**config.mk**
```make
export PLATFORM = sky130hd
export DESIGN_NAME = pmseq_top
export DESIGN_NICKNAME = d
export VERILOG_FILES = /design/src/shared/pmseq_pkg.sv /design/src/design/pmseq_sync.sv /design/src/design/pmseq_top.sv
export VERILOG_INCLUDE_DIRS = /design/src /design/src/shared
export SDC_FILE = /design/constraint.sdc
export NUM_CORES = 1
export LEC_CHECK = 0
export ABC_AREA = 1
export BUFFER_PORTS_ARGS = -buffer_cell sky130_fd_sc_hd__buf_2
export CORE_UTILIZATION = 50
export DETAILED_ROUTE_END_ITERATION = 7
export GPL_ROUTABILITY_DRIVEN = 0
export PLACE_DENSITY = 0.69
export SYNTH_ARGS = -nofsm -noshare
export SYNTH_HDL_FRONTEND = slang
export SYNTH_SLANG_ARGS = --single-unit
export TNS_END_PERCENT = 100
```
**constraint.sdc**
```tcl
create_clock -name clk -period 2 [get_ports clk]
set_input_delay 0.2 -clock clk [delete_from_list [all_inputs] [get_ports clk]]
set_output_delay 0.2 -clock clk [all_outputs]
set_load 0.01 [all_outputs]
```
**src/shared/pmseq_cfg.svh**
```systemverilog
// constants of the power sequencer
`ifndef PMSEQ_CFG_SVH
`define PMSEQ_CFG_SVH

`define PMSEQ_CLK_MHZ 200
`define PMSEQ_CAL_US 500
`define PMSEQ_CAL_CYC (`PMSEQ_CAL_US * `PMSEQ_CLK_MHZ)
`define PMSEQ_SURGE_MS 5
`define PMSEQ_SURGE_CYC (`PMSEQ_SURGE_MS * 1000 * `PMSEQ_CLK_MHZ)
`define PMSEQ_VALID_MS 5
`define PMSEQ_VALID_CYC (`PMSEQ_VALID_MS * 1000 * `PMSEQ_CLK_MHZ)
`define PMSEQ_STEP_US 100
`define PMSEQ_STEP_CYC (`PMSEQ_STEP_US * `PMSEQ_CLK_MHZ)
`define PMSEQ_NCH 5
`define PMSEQ_CNT_W 24
`define PMSEQ_ORDER_W 15
`define PMSEQ_ORDER_DEF 15'h4688

`endif

```
**src/shared/pmseq_pkg.sv**
```systemverilog
// types of the power sequencer
package pmseq_pkg;
	typedef enum logic [2:0] {
		PMSEQ_OFF = 3'b000,
		PMSEQ_CAL = 3'b001,
		PMSEQ_UP = 3'b011,
		PMSEQ_RUN = 3'b010,
		PMSEQ_DOWN = 3'b110,
		PMSEQ_FAULT = 3'b111
	} pmseq_state_t;
	typedef logic [2:0] pmseq_idx_t;
endpackage : pmseq_pkg

```
**src/design/pmseq_sync.sv**
```systemverilog
// two-flop synchroniser bank
`timescale 1ns/10ps
module pmseq_sync #(
	parameter int W = 1
) (
	input wire logic clk,
	input wire logic nrst,
	input wire logic [W-1:0] d,
	output logic [W-1:0] q
);
	logic [W-1:0] meta_ff;

	always_ff @(posedge clk or negedge nrst) begin
		if (!nrst) begin
			meta_ff <= '0;
			q <= '0;
		end else begin
			meta_ff <= d;
			q <= meta_ff;
		end
	end
endmodule : pmseq_sync

```
**src/design/pmseq_top.sv**
```systemverilog
// power sequencer core: order, protection, rails-valid
`timescale 1ns/10ps
`include "pmseq_cfg.svh"
module pmseq_top #(
	parameter int CAL_CYC = `PMSEQ_CAL_CYC,
	parameter int STEP_CYC = `PMSEQ_STEP_CYC,
	parameter int SURGE_CYC = `PMSEQ_SURGE_CYC,
	parameter int VALID_CYC = `PMSEQ_VALID_CYC
) (
	// clock and reset (reset = analog rail loss)
	input wire logic clk,
	input wire logic nrst,
	// pins
	input wire logic chip_on_request,
	input wire logic main_input_supply_ok,
	input wire logic [`PMSEQ_NCH-1:0] order_select_pin,
	// analog detectors
	input wire logic thermal_trip,
	input wire logic input_surge_guard,
	input wire logic [`PMSEQ_NCH-1:0] channel_good,
	// host register write port
	input wire logic host_wr,
	input wire logic host_next_order_wr,
	input wire logic [`PMSEQ_ORDER_W-1:0] host_next_order,
	input wire logic host_thermal_hiccup,
	input wire logic host_surge_hiccup,
	// outputs
	output pmseq_pkg::pmseq_state_t state,
	output logic [`PMSEQ_NCH-1:0] channel_en,
	output logic host_wr_accept,
	output logic rails_valid_output_o,
	output logic rails_valid_output_oe
);
	import pmseq_pkg::*;

	// chip-on, supply-ok and thermal flags share one synchroniser bank
	localparam int SW = 3;
	logic [SW-1:0] raw, syn;
	logic en_s, vin_s, hot_s, surge_s;
	logic [`PMSEQ_NCH-1:0] good_s;
	logic [`PMSEQ_ORDER_W-1:0] order_ff;
	logic thiccup_ff, shiccup_ff, latched_ff, en_d_ff;
	logic [`PMSEQ_CNT_W-1:0] cnt_ff, surge_cnt_ff, pg_cnt_ff;
	pmseq_idx_t step_ff;
	pmseq_state_t nxt_state;

	// ========================================
	// input synchronisers
	assign raw = {chip_on_request, main_input_supply_ok, thermal_trip};
	pmseq_sync #(.W(SW)) u_sync (.clk(clk), .nrst(nrst), .d(raw), .q(syn));
	pmseq_sync #(.W(`PMSEQ_NCH)) u_sync_g (.clk(clk), .nrst(nrst), .d(channel_good),
		.q(good_s));
	pmseq_sync #(.W(1)) u_sync_s (.clk(clk), .nrst(nrst), .d(input_surge_guard),
		.q(surge_s));
	assign en_s = syn[SW-1];
	assign vin_s = syn[SW-2];
	assign hot_s = syn[SW-3];

	// position p of the order holds the channel index (3 bits each)
	function automatic pmseq_idx_t ch_at(input logic [`PMSEQ_ORDER_W-1:0] o,
		input pmseq_idx_t p);
		ch_at = o[p*3 +: 3];
	endfunction : ch_at

	// ========================================
	// host settings; reset comes only from analog rail loss
	assign host_wr_accept = host_wr & vin_s & (state != PMSEQ_CAL);
	always_ff @(posedge clk or negedge nrst) begin
		if (!nrst) begin
			order_ff <= `PMSEQ_ORDER_DEF;
			thiccup_ff <= 1'b0;
			shiccup_ff <= 1'b0;
		end else if (host_wr_accept) begin
			if (host_next_order_wr)
				order_ff <= host_next_order;
			thiccup_ff <= host_thermal_hiccup;
			shiccup_ff <= host_surge_hiccup;
		end
	end

	// ========================================
	// surge delay: channels drop only after the surge persists 5ms
	always_ff @(posedge clk or negedge nrst) begin
		if (!nrst)
			surge_cnt_ff <= '0;
		else if (!surge_s)
			surge_cnt_ff <= '0;
		else if (surge_cnt_ff != SURGE_CYC[`PMSEQ_CNT_W-1:0])
			surge_cnt_ff <= surge_cnt_ff + 1'b1;
	end
	wire surge_trip = surge_s && (surge_cnt_ff == SURGE_CYC[`PMSEQ_CNT_W-1:0]);
	wire fault = hot_s | surge_trip;

	// ========================================
	// latch-off without hiccup, cleared by a chip-on low-high cycle
	always_ff @(posedge clk or negedge nrst) begin
		if (!nrst)
			en_d_ff <= 1'b0;
		else
			en_d_ff <= en_s;
	end
	always_ff @(posedge clk or negedge nrst) begin
		if (!nrst)
			latched_ff <= 1'b0;
		else if ((hot_s && !thiccup_ff) || (surge_trip && !shiccup_ff))
			latched_ff <= 1'b1;
		else if (en_s && !en_d_ff)
			latched_ff <= 1'b0;
	end

	// ========================================
	// sequencer
	always_comb begin
		nxt_state = state;
		unique case (state)
			PMSEQ_OFF: if (en_s && vin_s && !fault && !latched_ff) nxt_state = PMSEQ_CAL;
			PMSEQ_CAL: if (cnt_ff == CAL_CYC[`PMSEQ_CNT_W-1:0]) nxt_state = PMSEQ_UP;
			PMSEQ_UP: if (step_ff == pmseq_idx_t'(`PMSEQ_NCH)) nxt_state = PMSEQ_RUN;
			PMSEQ_RUN: ;
			PMSEQ_DOWN: if (step_ff == 3'h0) nxt_state = PMSEQ_OFF;
			PMSEQ_FAULT: nxt_state = PMSEQ_OFF;
			default: nxt_state = PMSEQ_OFF;
		endcase
		if (fault && state != PMSEQ_OFF)
			nxt_state = PMSEQ_FAULT;
		else if (!en_s && state inside {PMSEQ_CAL, PMSEQ_UP, PMSEQ_RUN})
			nxt_state = PMSEQ_DOWN;
	end

	always_ff @(posedge clk or negedge nrst) begin
		if (!nrst)
			state <= PMSEQ_OFF;
		else
			state <= nxt_state;
	end

	// step counter and position
	always_ff @(posedge clk or negedge nrst) begin
		if (!nrst) begin
			cnt_ff <= '0;
			step_ff <= '0;
		end else if (state != nxt_state) begin
			cnt_ff <= '0;
		end else if (state == PMSEQ_UP || state == PMSEQ_DOWN) begin
			if (cnt_ff == STEP_CYC[`PMSEQ_CNT_W-1:0]) begin
				cnt_ff <= '0;
				if (state == PMSEQ_UP)
					step_ff <= step_ff + 3'h1;
				else
					step_ff <= step_ff - 3'h1;
			end else
				cnt_ff <= cnt_ff + 1'b1;
		end else if (state == PMSEQ_CAL) begin
			cnt_ff <= cnt_ff + 1'b1;
			step_ff <= '0;
		end else if (state == PMSEQ_FAULT) begin
			step_ff <= '0;
		end
	end

	// channel enables from order and step position
	always_ff @(posedge clk or negedge nrst) begin
		if (!nrst)
			channel_en <= '0;
		else if (nxt_state == PMSEQ_FAULT || nxt_state == PMSEQ_OFF)
			channel_en <= '0;
		else
			for (int p = 0; p < `PMSEQ_NCH; p++)
				channel_en[ch_at(order_ff, pmseq_idx_t'(p))] <= (pmseq_idx_t'(p) < step_ff);
	end

	// ========================================
	// rails-valid delay and open-drain drive
	wire last_good = (state == PMSEQ_RUN) && good_s[ch_at(order_ff, 3'h4)];
	always_ff @(posedge clk or negedge nrst) begin
		if (!nrst)
			pg_cnt_ff <= '0;
		else if (!last_good)
			pg_cnt_ff <= '0;
		else if (pg_cnt_ff != VALID_CYC[`PMSEQ_CNT_W-1:0])
			pg_cnt_ff <= pg_cnt_ff + 1'b1;
	end
	// released high by the pull-up; driven low otherwise
	always_ff @(posedge clk or negedge nrst) begin
		if (!nrst)
			rails_valid_output_oe <= 1'b1;
		else
			rails_valid_output_oe <= !(last_good && !fault && en_s &&
				(pg_cnt_ff == VALID_CYC[`PMSEQ_CNT_W-1:0]));
	end
	assign rails_valid_output_o = 1'b0;
endmodule : pmseq_top

```
==> results.md, run 1 <==
* Crit path capture type: flop
* Worst-Skew Late Latency at 0.42 ns
* Worst Reg-to-Reg Cells at 16
* Final setup margin at -0.04563 ns
* Critical path data arrival time at 2.35 ns
* Post-synth EDFFs at 0
* Syn avg cell area at 7.846 µm²
* I/O pin total at 46
* Max-slew violations at 0
* Worst-path clk slew at 0.05 ns
* CP Class: flop to flop
* First-pass GRT wire length at 25,100 µm
* Worst Path Required at 2.30 ns
* CTS tree: done
* H-Tree Depth at 4
* Number of port buffers at 39
* HP Start: host_next_order[3]
* Via count at 6,066
* Finished Layout Cells at 1,157
* CTS Buffer Depth at 2
* Setup violations, final at 24
* CTS Sinks at 121
* Root buffer cell: clkbuf_16
* Post-Place Cells at 1,099
* GRT Total Usage at 23.77%
* CP Cell Sequence: inv_2, ha_4, nand2_2, inv_1, nand2_1, nor2_2, nand4_4, nand2_4, nand2_8, nand2_2, nand2_2, nand2_2, nor2_4, nand2_4, clkbuf_16, nor2_1
* Post-Syn Area at 6614 µm²
* Initial antenna violation count at 0
* Inserted Clock Buffers at 17
* Crit path max-delay family: simple AND/OR/NAND/NOR gates
* Worst reg2reg path startpoint: surge_cnt_ff[0]
* Synth Instances at 843
* WL/cell at 13.64 µm
* Most frequent cell on the critical path: nand2_2
* Distinct cells, synth at 49
* Worst R2R Setup Slack at -0.05 ns
* Setup TNS at -0.6781 ns
* Total congestion overflow at 0
* Nets at 1,017
* # rows at 41
* WHS Path Cells at 3
* Die Area at 13,690 µm²
* Min Clock Period, post-route at 2.046 ns
* Final period util at 102.3%
* Core Area at 12,770 µm²
* WL final at 15,780 µm
* Critical path depth at 16
* Maximum VDD drop at 737.9 µV
* Synth async-reset ratio at 100.0%
* Hold_ws at 0.01762 ns
* Lkg Pwr at 3.804 nW
* DRC at 0
* Largest stage delay, worst path at 0.39 ns
* Status: finished, violations left
* Share of the synthesized area in the top cell type at 43.51%
* DR pass1 iterations at 7
* Setup Skew at 0.007018 ns
* Final Hold Fails at 0
* Final ANT Viol Nets at 0
* Pwr Density at 946.2 nW/µm²
* Initial core utilization at 51.78%
* HP Class: input pin to flop
* R2R Path End: cnt_ff[12]
* Layout area overhead at 29.28%
* Hold path endpoint: order_ff[3]
* Vias in the first global route at 5,630
* Slew @ Worst Pin at 0.6364 ns
* Routed vias/inst at 5.243
* Number of max-cap violations at 0
* Synth Net Count at 888
* Post-DP HPWL at 10,680 µm
* Critical-path top delay cell: dfrtp_1
* DIE HEIGHT at 117.0 µm
* Die X at 117.0 µm
* Seq cells post-synth at 121
* Max Fclk at 488.8 MHz
* Cell taking the most area after synthesis: dfrtp_1
* Main synth FF type: dfrtp_1
* Slew HR at 57.57%
* Ranking of synthesized cells by area: dfrtp_1 (44%), nand2_1 (7.5%), inv_1 (7.0%), nor2_1 (6.2%), nor3_1 (4.4%)
* Critical Path Fanout Max at 7
* Warnings from Yosys at 0
* Critical path buffers and inverters at 3
* RSZ-0062 raised after global routing: true
* Post-layout power at 8.091 mW
* 1st-iter DRT viols at 320
* Layout cell share with drive strength beyond 1 at 24.67%
* Final core occ at 66.94%
* Failing checks: negative setup slack
* CP startpoint kind: flop
* Sequential area share after synthesis at 45.89%
* Largest net degree at the start of global routing at 122
* # diodes at 0
[worst reg2reg max path, cell delays in order, from the launching register on]
cell and delay, ns:
dfrtp_1 0.39, inv_2 0.09, ha_4 0.13, nand2_2 0.04, inv_1 0.05, nand2_1 0.05, nor2_2 0.15, nand4_4 0.16
nand2_4 0.14, nand2_8 0.07, nand2_2 0.12, nand2_2 0.06, nand2_2 0.07, nor2_4 0.05, nand2_4 0.12, clkbuf_16 0.18
nor2_1 0.05
[area by class of cell]
type                            instances  area, µm²
Clock buffer                           30      534.3
Fill cell                            1010       4223
Tap cell                              172      215.2
Timing Repair Buffer                  120      909.6
Inverter                              132      495.5
Sequential cell                       121       3039
Multi-Input combinational cell        580       3322
Clock inverter                          2      35.03
[timing repair]
action	in CTS	in global routing
resized for setup	6	70
setup buffers	0	13
endpoints found under the setup margin	14	42
hold buffers	12	0
pin swaps	3	16
hold endpoints to repair	126	0
gates cloned	0	1
[how the worst max path moves through the flow]
stage	startpoint	to	slack, ns
after floorplan	surge_cnt_ff[0]	cnt_ff[2]	0.15
after global placement	surge_cnt_ff[0]	step_ff[1]	0.006
after detailed placement	surge_cnt_ff[0]	step_ff[2]	-0.03
after CTS	surge_cnt_ff[0]	step_ff[2]	-0.006
after global routing	surge_cnt_ff[0]	cnt_ff[5]	-0.17
final	surge_cnt_ff[0]	cnt_ff[12]	-0.05
[registers in the layout, indices dropped and copies added, names as in the netlist]
register,cells
order_ff,15
rails_valid_output_oe,1
u_sync_g.meta_ff,5
cnt_ff,24
state,3
surge_cnt_ff,24
u_sync_g.q,5
latched_ff,1
shiccup_ff,1
en_d_ff,1
u_sync_s.q,1
u_sync_s.meta_ff,1
thiccup_ff,1
pg_cnt_ff,24
u_sync.q,3
step_ff,3
u_sync.meta_ff,3
channel_en,5
[cell usage after synthesis (all sizes together), types with 4 or more instances]
| cell | n |
|---|---|
| nand4 | 22 |
| a21oi | 57 |
| nand2 | 143 |
| ha | 10 |
| nor4 | 14 |
| dfrtp | 115 |
| dfstp | 6 |
| nor2 | 117 |
| nor3 | 74 |
| buf | 7 |
| inv | 132 |
| o211ai | 4 |
| xor2 | 9 |
| nand3 | 53 |
| o21ai | 45 |
| a31oi | 6 |
[report_power, final]
part           total (mW)  internal (mW)  switching, mW
clock network        2.93           1.91           1.02
logic                2.28          0.962           1.32
registers            2.88           2.68          0.202
[stage by stage]
stage,worst slack [ns],cell area [µm²]
CTS,-0.006394,8132
floorplan,0.1451,6614
global placement,0.005805,7417
finish,-0.04563,8551
detailed placement,-0.03273,7417
global route,-0.1704,8551
[layer usage]
layer / global-route usage, % / up-vias / part of all wire, %
met1: 30.40 / 2836 / 45
met3: 5.510 / 32 / 4.3
met4: 9.451 / 0 / 1.8
met5: 0 / - / 0
met2: 39.13 / 137 / 48
li1: - / 3061 / -
[layout by cell type, fill, tap and decap left out, types with 20 or more instances in the layout]
cell type	netlist	layout
nand2_1	133	128
buf_2	3	38
buf_4	1	61
nand4_1	20	20
dfrtp_1	115	112
nor3_1	58	49
a21oi_1	53	53
nand3_1	50	44
nor2_1	110	95
o21ai_0	44	43
inv_1	123	119
[cell families (layout without fill, tap and decap cells)]
kind of cell / count (synthesis) / count (layout) / share of synthesized area, %
AO/OA/AOI/OAI: 126 / 126 / 10.67
XOR/XNOR: 9 / 9 / 1.192
adder cells (fa/ha/maj): 10 / 10 / 1.892
buffers and inverters: 142 / 284 / 8.399
flip-flops: 121 / 121 / 45.89
multiplexers: 2 / 2 / 0.3216
other: 1 / 1 / 0.05670
AND/OR/NAND/NOR: 432 / 432 / 31.57
Power figures use the tool's default switching activity.
==> run 2: changes to the inputs <==
--- a/config.mk
+++ b/config.mk
@@ -11,7 +11,7 @@
 export CORE_UTILIZATION = 50
 export DETAILED_ROUTE_END_ITERATION = 7
 export GPL_ROUTABILITY_DRIVEN = 0
-export PLACE_DENSITY = 0.69
+export PLACE_DENSITY = 0.66
 export SYNTH_ARGS = -nofsm -noshare
 export SYNTH_HDL_FRONTEND = slang
 export SYNTH_SLANG_ARGS = --single-unit
==> constraint.sdc (replaced) <==
create_clock -name clk -period 1.9 [get_ports clk]
set_input_delay 0.19 -clock clk [delete_from_list [all_inputs] [get_ports clk]]
set_output_delay 0.19 -clock clk [all_outputs]
set_load 0.01 [all_outputs]
==> results.md, run 2 (synthesis gave the netlist of run 1 again) <==
* Status: finished, violations left
* Failing checks: negative setup slack
* First-pass GRT wire length at 27,400 µm
* Pre-CTS setup slack at -0.1421 ns
* Initial antenna violation count at 0
* I/O pin total at 46
* Total congestion overflow at 0
* Min Clock Period, post-route at 1.962 ns
* Layout area overhead at 38.08%
* Worst-Skew Late Latency at 0.42 ns
* WL/cell at 14.48 µm
* RSZ-0062 raised after global routing: true
* Maximum VDD drop at 801.9 µV
* Routed vias/inst at 5.369
* Critical Path Fanout Max at 12
* Largest registers: cnt_ff x24, pg_cnt_ff x24, surge_cnt_ff x24
* Final setup margin at -0.06205 ns
* Pwr Density at 995.9 nW/µm²
* CTS Sinks at 121
* Vias in the first global route at 6,210
* Switching share of power at 31.56%
* Initial core utilization at 51.78%
* Die Area at 13,690 µm²
* GRT Total Usage at 25.84%
* CP Class: flop to flop
* Post-DP HPWL at 11,830 µm
* Nets at 1,065
* Max Fclk at 509.7 MHz
* CP startpoint kind: flop
* Final ANT Viol Nets at 0
* Core Area at 12,770 µm²
* Number of max-cap violations at 0
* Finished Layout Cells at 1,205
* # rows at 41
* CTS tree: done
* Inserted Clock Buffers at 17
* Worst-path clk slew at 0.05 ns
* Commonest non-fill, non-tap cell in the layout: nand2_1
* Via count at 6,470
* CTS Buffer Depth at 2
* Most frequent cells in the layout: nand2_1 (119), inv_1 (114), dfrtp_1 (112)
* Layout cell share with drive strength beyond 1 at 30.98%
* Sw Pwr at 2.870 mW
* WL final at 17,450 µm
* Number of port buffers at 39
* Largest net degree at the start of global routing at 57
* Final Hold Fails at 0
* DRC at 0
* Part of the power in the clock network at 37.8%
* Final period util at 103.3%
* Setup violations, final at 27
* Multi-input gate area at 3461 µm²
* 1st-iter DRT viols at 446
* HP Class: input pin to flop
* Post-layout power at 9.096 mW
* Die X at 117.0 µm
* Max-slew violations at 0
* Worst Path Required at 2.19 ns
* DR pass1 iterations at 6
* Register Area at 3039 µm²
* Crit path capture type: flop
* # diodes at 0
* Post-Place Cells at 1,139
* Final instance area at 9133 µm²
* Fillers at 923
* Setup Skew at 0.01193 ns
* H-Tree Depth at 4
* Root buffer cell: clkbuf_16
* Reg power frac at 33.5%
* DP Area at 7755 µm²
* DIE HEIGHT at 117.0 µm
* Internal at 6.225 mW
* Critical path data arrival time at 2.25 ns
* Lkg Pwr at 4.082 nW
* Comb power frac at 28.8%
[run 2: worst paths after layout]
| path | start | end | slack (ns) | cells past startpoint |
|---|---|---|---|---|
| min in group asynchronous | nrst | surge_cnt_ff[10] | 0.26 | 2 |
| worst min-delay path | host_next_order[13] | order_ff[13] | 0.01 | 2 |
| worst max register to register | surge_cnt_ff[1] | cnt_ff[8] | -0.06 | 16 |
| worst min register to register | u_sync.meta_ff[2] | u_sync.q[2] | 0.35 | 0 |
| worst max-delay path | surge_cnt_ff[1] | cnt_ff[8] | -0.06 | 16 |
| max in group asynchronous | nrst | order_ff[10] | 0.92 | 3 |
[run 2: cell type report]
| class | instances | area share [%] |
|---|---|---|
| repair buffers | 168 | 14.18 |
| inverters | 132 | 5.425 |
| well taps | 172 | 2.356 |
| multi-input cells | 580 | 37.90 |
| flip-flops and latches | 121 | 33.28 |
| clock buffers | 24 | 5.275 |
| clock inverters | 8 | 1.589 |
[run 2: power by group through the flow]
stage / Sequential [mW] / Clock, mW / Combinational (mW)
floorplan: 3.06 / 0 / 1.21
global placement: 3.04 / 0 / 2.16
detailed placement: 3.05 / 0 / 2.23
CTS: 3.02 / 3.47 / 2.33
global route: 3.07 / 3.60 / 2.87
finish: 3.04 / 3.44 / 2.62
[run 2: routing by layer]
metal | GRT usage [%] | wire, µm | vias to the layer above
li1 | - | - | 3151
met1 | 31.41 | 7432 | 3102
met2 | 44.46 | 8937 | 179
met3 | 4.995 | 675 | 38
met4 | 11.98 | 405 | 0
met5 | 0 | 0 | -
[run 2: worst max-delay path, cell delays in order (launching register included)]
cell	delay, ns
dfrtp_1	0.38
inv_2	0.09
ha_4	0.15
nand2_2	0.05
inv_2	0.04
nand2_2	0.05
nor2_4	0.12
nand4_4	0.13
nand3_1	0.11
nand2_1	0.08
nand2_2	0.09
nand2_2	0.08
nand2_1	0.07
nand2_2	0.08
nand2_4	0.10
buf_12	0.16
nor3_2	0.05
[run 2: repair_timing]
item | 4_1_cts | 5_1_grt
gates resized for setup | 22 | 98
endpoints found under the hold margin | 44 | 0
pin swaps | 9 | 37
hold buffers | 14 | 0
endpoints found under the setup margin | 36 | 58
buffers inserted | 2 | 18
[run 2: per-stage QoR]
| stage | hold WS, ns | util [%] | setup TNS (ns) |
|---|---|---|---|
| finish | 0.01312 | 71.50 | -1.245 |
| global route | 0.008079 | 71.50 | -5.166 |
| CTS | 0.008616 | 67.50 | -0.8268 |
| detailed placement | 0.1762 | 60.71 | -2.467 |
| global placement | 0.1707 | 60.71 | -0.2564 |
| floorplan | -0.1056 | - | 0 |
==> run 3: changes to the inputs <==
==> constraint.sdc (replaced) <==
create_clock -name clk -period 1.9 [get_ports clk]
set_input_delay 0.38 -clock clk [delete_from_list [all_inputs] [get_ports clk]]
set_output_delay 0.38 -clock clk [all_outputs]
set_load 0.01 [all_outputs]
==> results.md, run 3 (synthesis gave the netlist of run 1 again) <==
* Largest registers: cnt_ff x24, pg_cnt_ff x24, surge_cnt_ff x24
* Min Clock Period, post-route at 1.943 ns
* # diodes at 0
* Layout area overhead at 33.26%
* Failing checks: negative setup slack
* First-pass GRT wire length at 27,930 µm
* CTS Buffer Depth at 2
* Number of max-cap violations at 0
* DIE HEIGHT at 117.0 µm
* Max-slew violations at 0
* Vias in the first global route at 6,266
* Status: finished, violations left
* Most frequent cells in the layout: nand2_1 (121), inv_1 (114), dfrtp_1 (111)
* CTS Sinks at 121
* WL/cell at 14.06 µm
* Layout cell share with drive strength beyond 1 at 30.32%
* Final ANT Viol Nets at 0
* I/O pin total at 46
* Multi-input gate area at 3343 µm²
* Sw Pwr at 2.777 mW
* Switching share of power at 31.89%
* Pwr Density at 988.0 nW/µm²
* Final Hold Fails at 0
* Part of the power in the clock network at 36.3%
* Critical Path Fanout Max at 4
* Root buffer cell: clkbuf_16
* 1st-iter DRT viols at 444
* Worst Path Required at 2.20 ns
* Core Area at 12,770 µm²
* Inserted Clock Buffers at 17
* Nets at 1,051
* RSZ-0062 raised after global routing: true
* Crit path capture type: flop
* Die Area at 13,690 µm²
* WL final at 16,750 µm
* DRC at 0
* Register Area at 3040 µm²
* Number of port buffers at 39
* Internal at 5.931 mW
* Reg power frac at 35.0%
* Routed vias/inst at 5.380
* Max Fclk at 514.6 MHz
* Fillers at 1,010
* Final period util at 102.3%
* Comb power frac at 28.7%
* Total congestion overflow at 0
* Die X at 117.0 µm
* CP Class: flop to flop
* Via count at 6,408
* HP Class: input pin to flop
* Pre-CTS setup slack at -0.1395 ns
* Setup Skew at 0.007314 ns
* Initial core utilization at 51.78%
* CTS tree: done
* Commonest non-fill, non-tap cell in the layout: nand2_1
* GRT Total Usage at 26.24%
* DR pass1 iterations at 5
* Largest net degree at the start of global routing at 35
* Worst-path clk slew at 0.05 ns
* # rows at 41
* CP startpoint kind: flop
* Setup TNS at -0.2651 ns
* H-Tree Depth at 4
* Setup violations, final at 17
* Maximum VDD drop at 670.7 µV
* Critical path data arrival time at 2.24 ns
* Post-DP HPWL at 11,900 µm
* Worst-Skew Late Latency at 0.41 ns
* Worst R2R Setup Slack at -0.04 ns
* Lkg Pwr at 3.970 nW
* Final core occ at 69.00%
* Initial antenna violation count at 0
* Hold_ws at 0.07193 ns
* Final setup margin at -0.04330 ns
[run 3: changes by cell type in the layout (fill, tap and decap cells not counted), moves of 4 or more]
| cell | delta |
|---|---|
| nor2_4 | -4 |
| nor2_2 | +4 |
| nor3_2 | +8 |
| nor3_4 | -9 |
| dlygate4sd3_1 | -13 |
| o21ai_0 | +4 |
[run 3: through the flow]
| step | instance area, µm² | instances | power (mW) |
|---|---|---|---|
| 2_1_floorplan | 6614 | 843 | 4.270 |
| 3_3_place_gp | 7747 | 1143 | 5.125 |
| 3_5_place_dp | 7747 | 1143 | 5.190 |
| 4_1_cts | 8558 | 1183 | 8.565 |
| 5_1_grt | 8813 | 1191 | 9.162 |
| 6_report | 8813 | 1191 | 8.708 |
[run 3: repair_timing]
item                                    in CTS  in global routing
hold buffers                                 1                  0
setup buffers                                7                  8
gates resized for setup                     42                 55
endpoints found under the setup margin      36                 54
hold endpoints to repair                    26                  0
pin swaps                                   17                 19
[run 3: area by class of cell]
cell class	instances	area share, %
multi-input combinational	580	37.93
sequential	121	34.50
timing repair buffer	154	12.82
inverter	132	5.679
clock buffer	24	5.579
tap	172	2.442
clock inverter	8	1.051
[run 3: path summary, 6_finish.rpt]
path / from / end / depth (start not counted)
worst max-delay path: state[2] / step_ff[2] / 14
worst min-delay path: chip_on_request / u_sync.meta_ff[2] / 1
worst min register to register: u_sync_g.meta_ff[1] / u_sync_g.q[1] / 0
min in group asynchronous: nrst / surge_cnt_ff[8] / 2
max in group asynchronous: nrst / order_ff[14] / 3
worst max register to register: state[2] / step_ff[2] / 14
[run 3: critical path, stage by stage (launching register included)]
cell and delay [ns]:
dfrtp_2 0.43, buf_4 0.16, nand3_2 0.12, a21oi_1 0.08, nor2_1 0.10, nand2_1 0.08, nor2_2 0.14, nand2_2 0.09
nand2_2 0.06, nand2_2 0.07, nor2_4 0.17, buf_6 0.15, nand3_4 0.08, nand2_2 0.06, nand2_1 0.05
[run 3: per-layer routing]
layer | GRT usage (%) | share of wire, %
met1 | 32.97 | 45
met2 | 44.38 | 50
met3 | 5.355 | 4.1
met4 | 10.63 | 1.6
met5 | 0 | 0
[run 3: power by group through the flow]
| stage | combinational (mW) | clock [mW] | sequential [mW] |
|---|---|---|---|
| after floorplan | 1.21 | 0 | 3.06 |
| after global routing | 2.74 | 3.35 | 3.07 |
| final | 2.50 | 3.16 | 3.05 |
| after detailed placement | 2.13 | 0 | 3.06 |
| after CTS | 2.32 | 3.23 | 3.02 |
| after global placement | 2.08 | 0 | 3.05 |
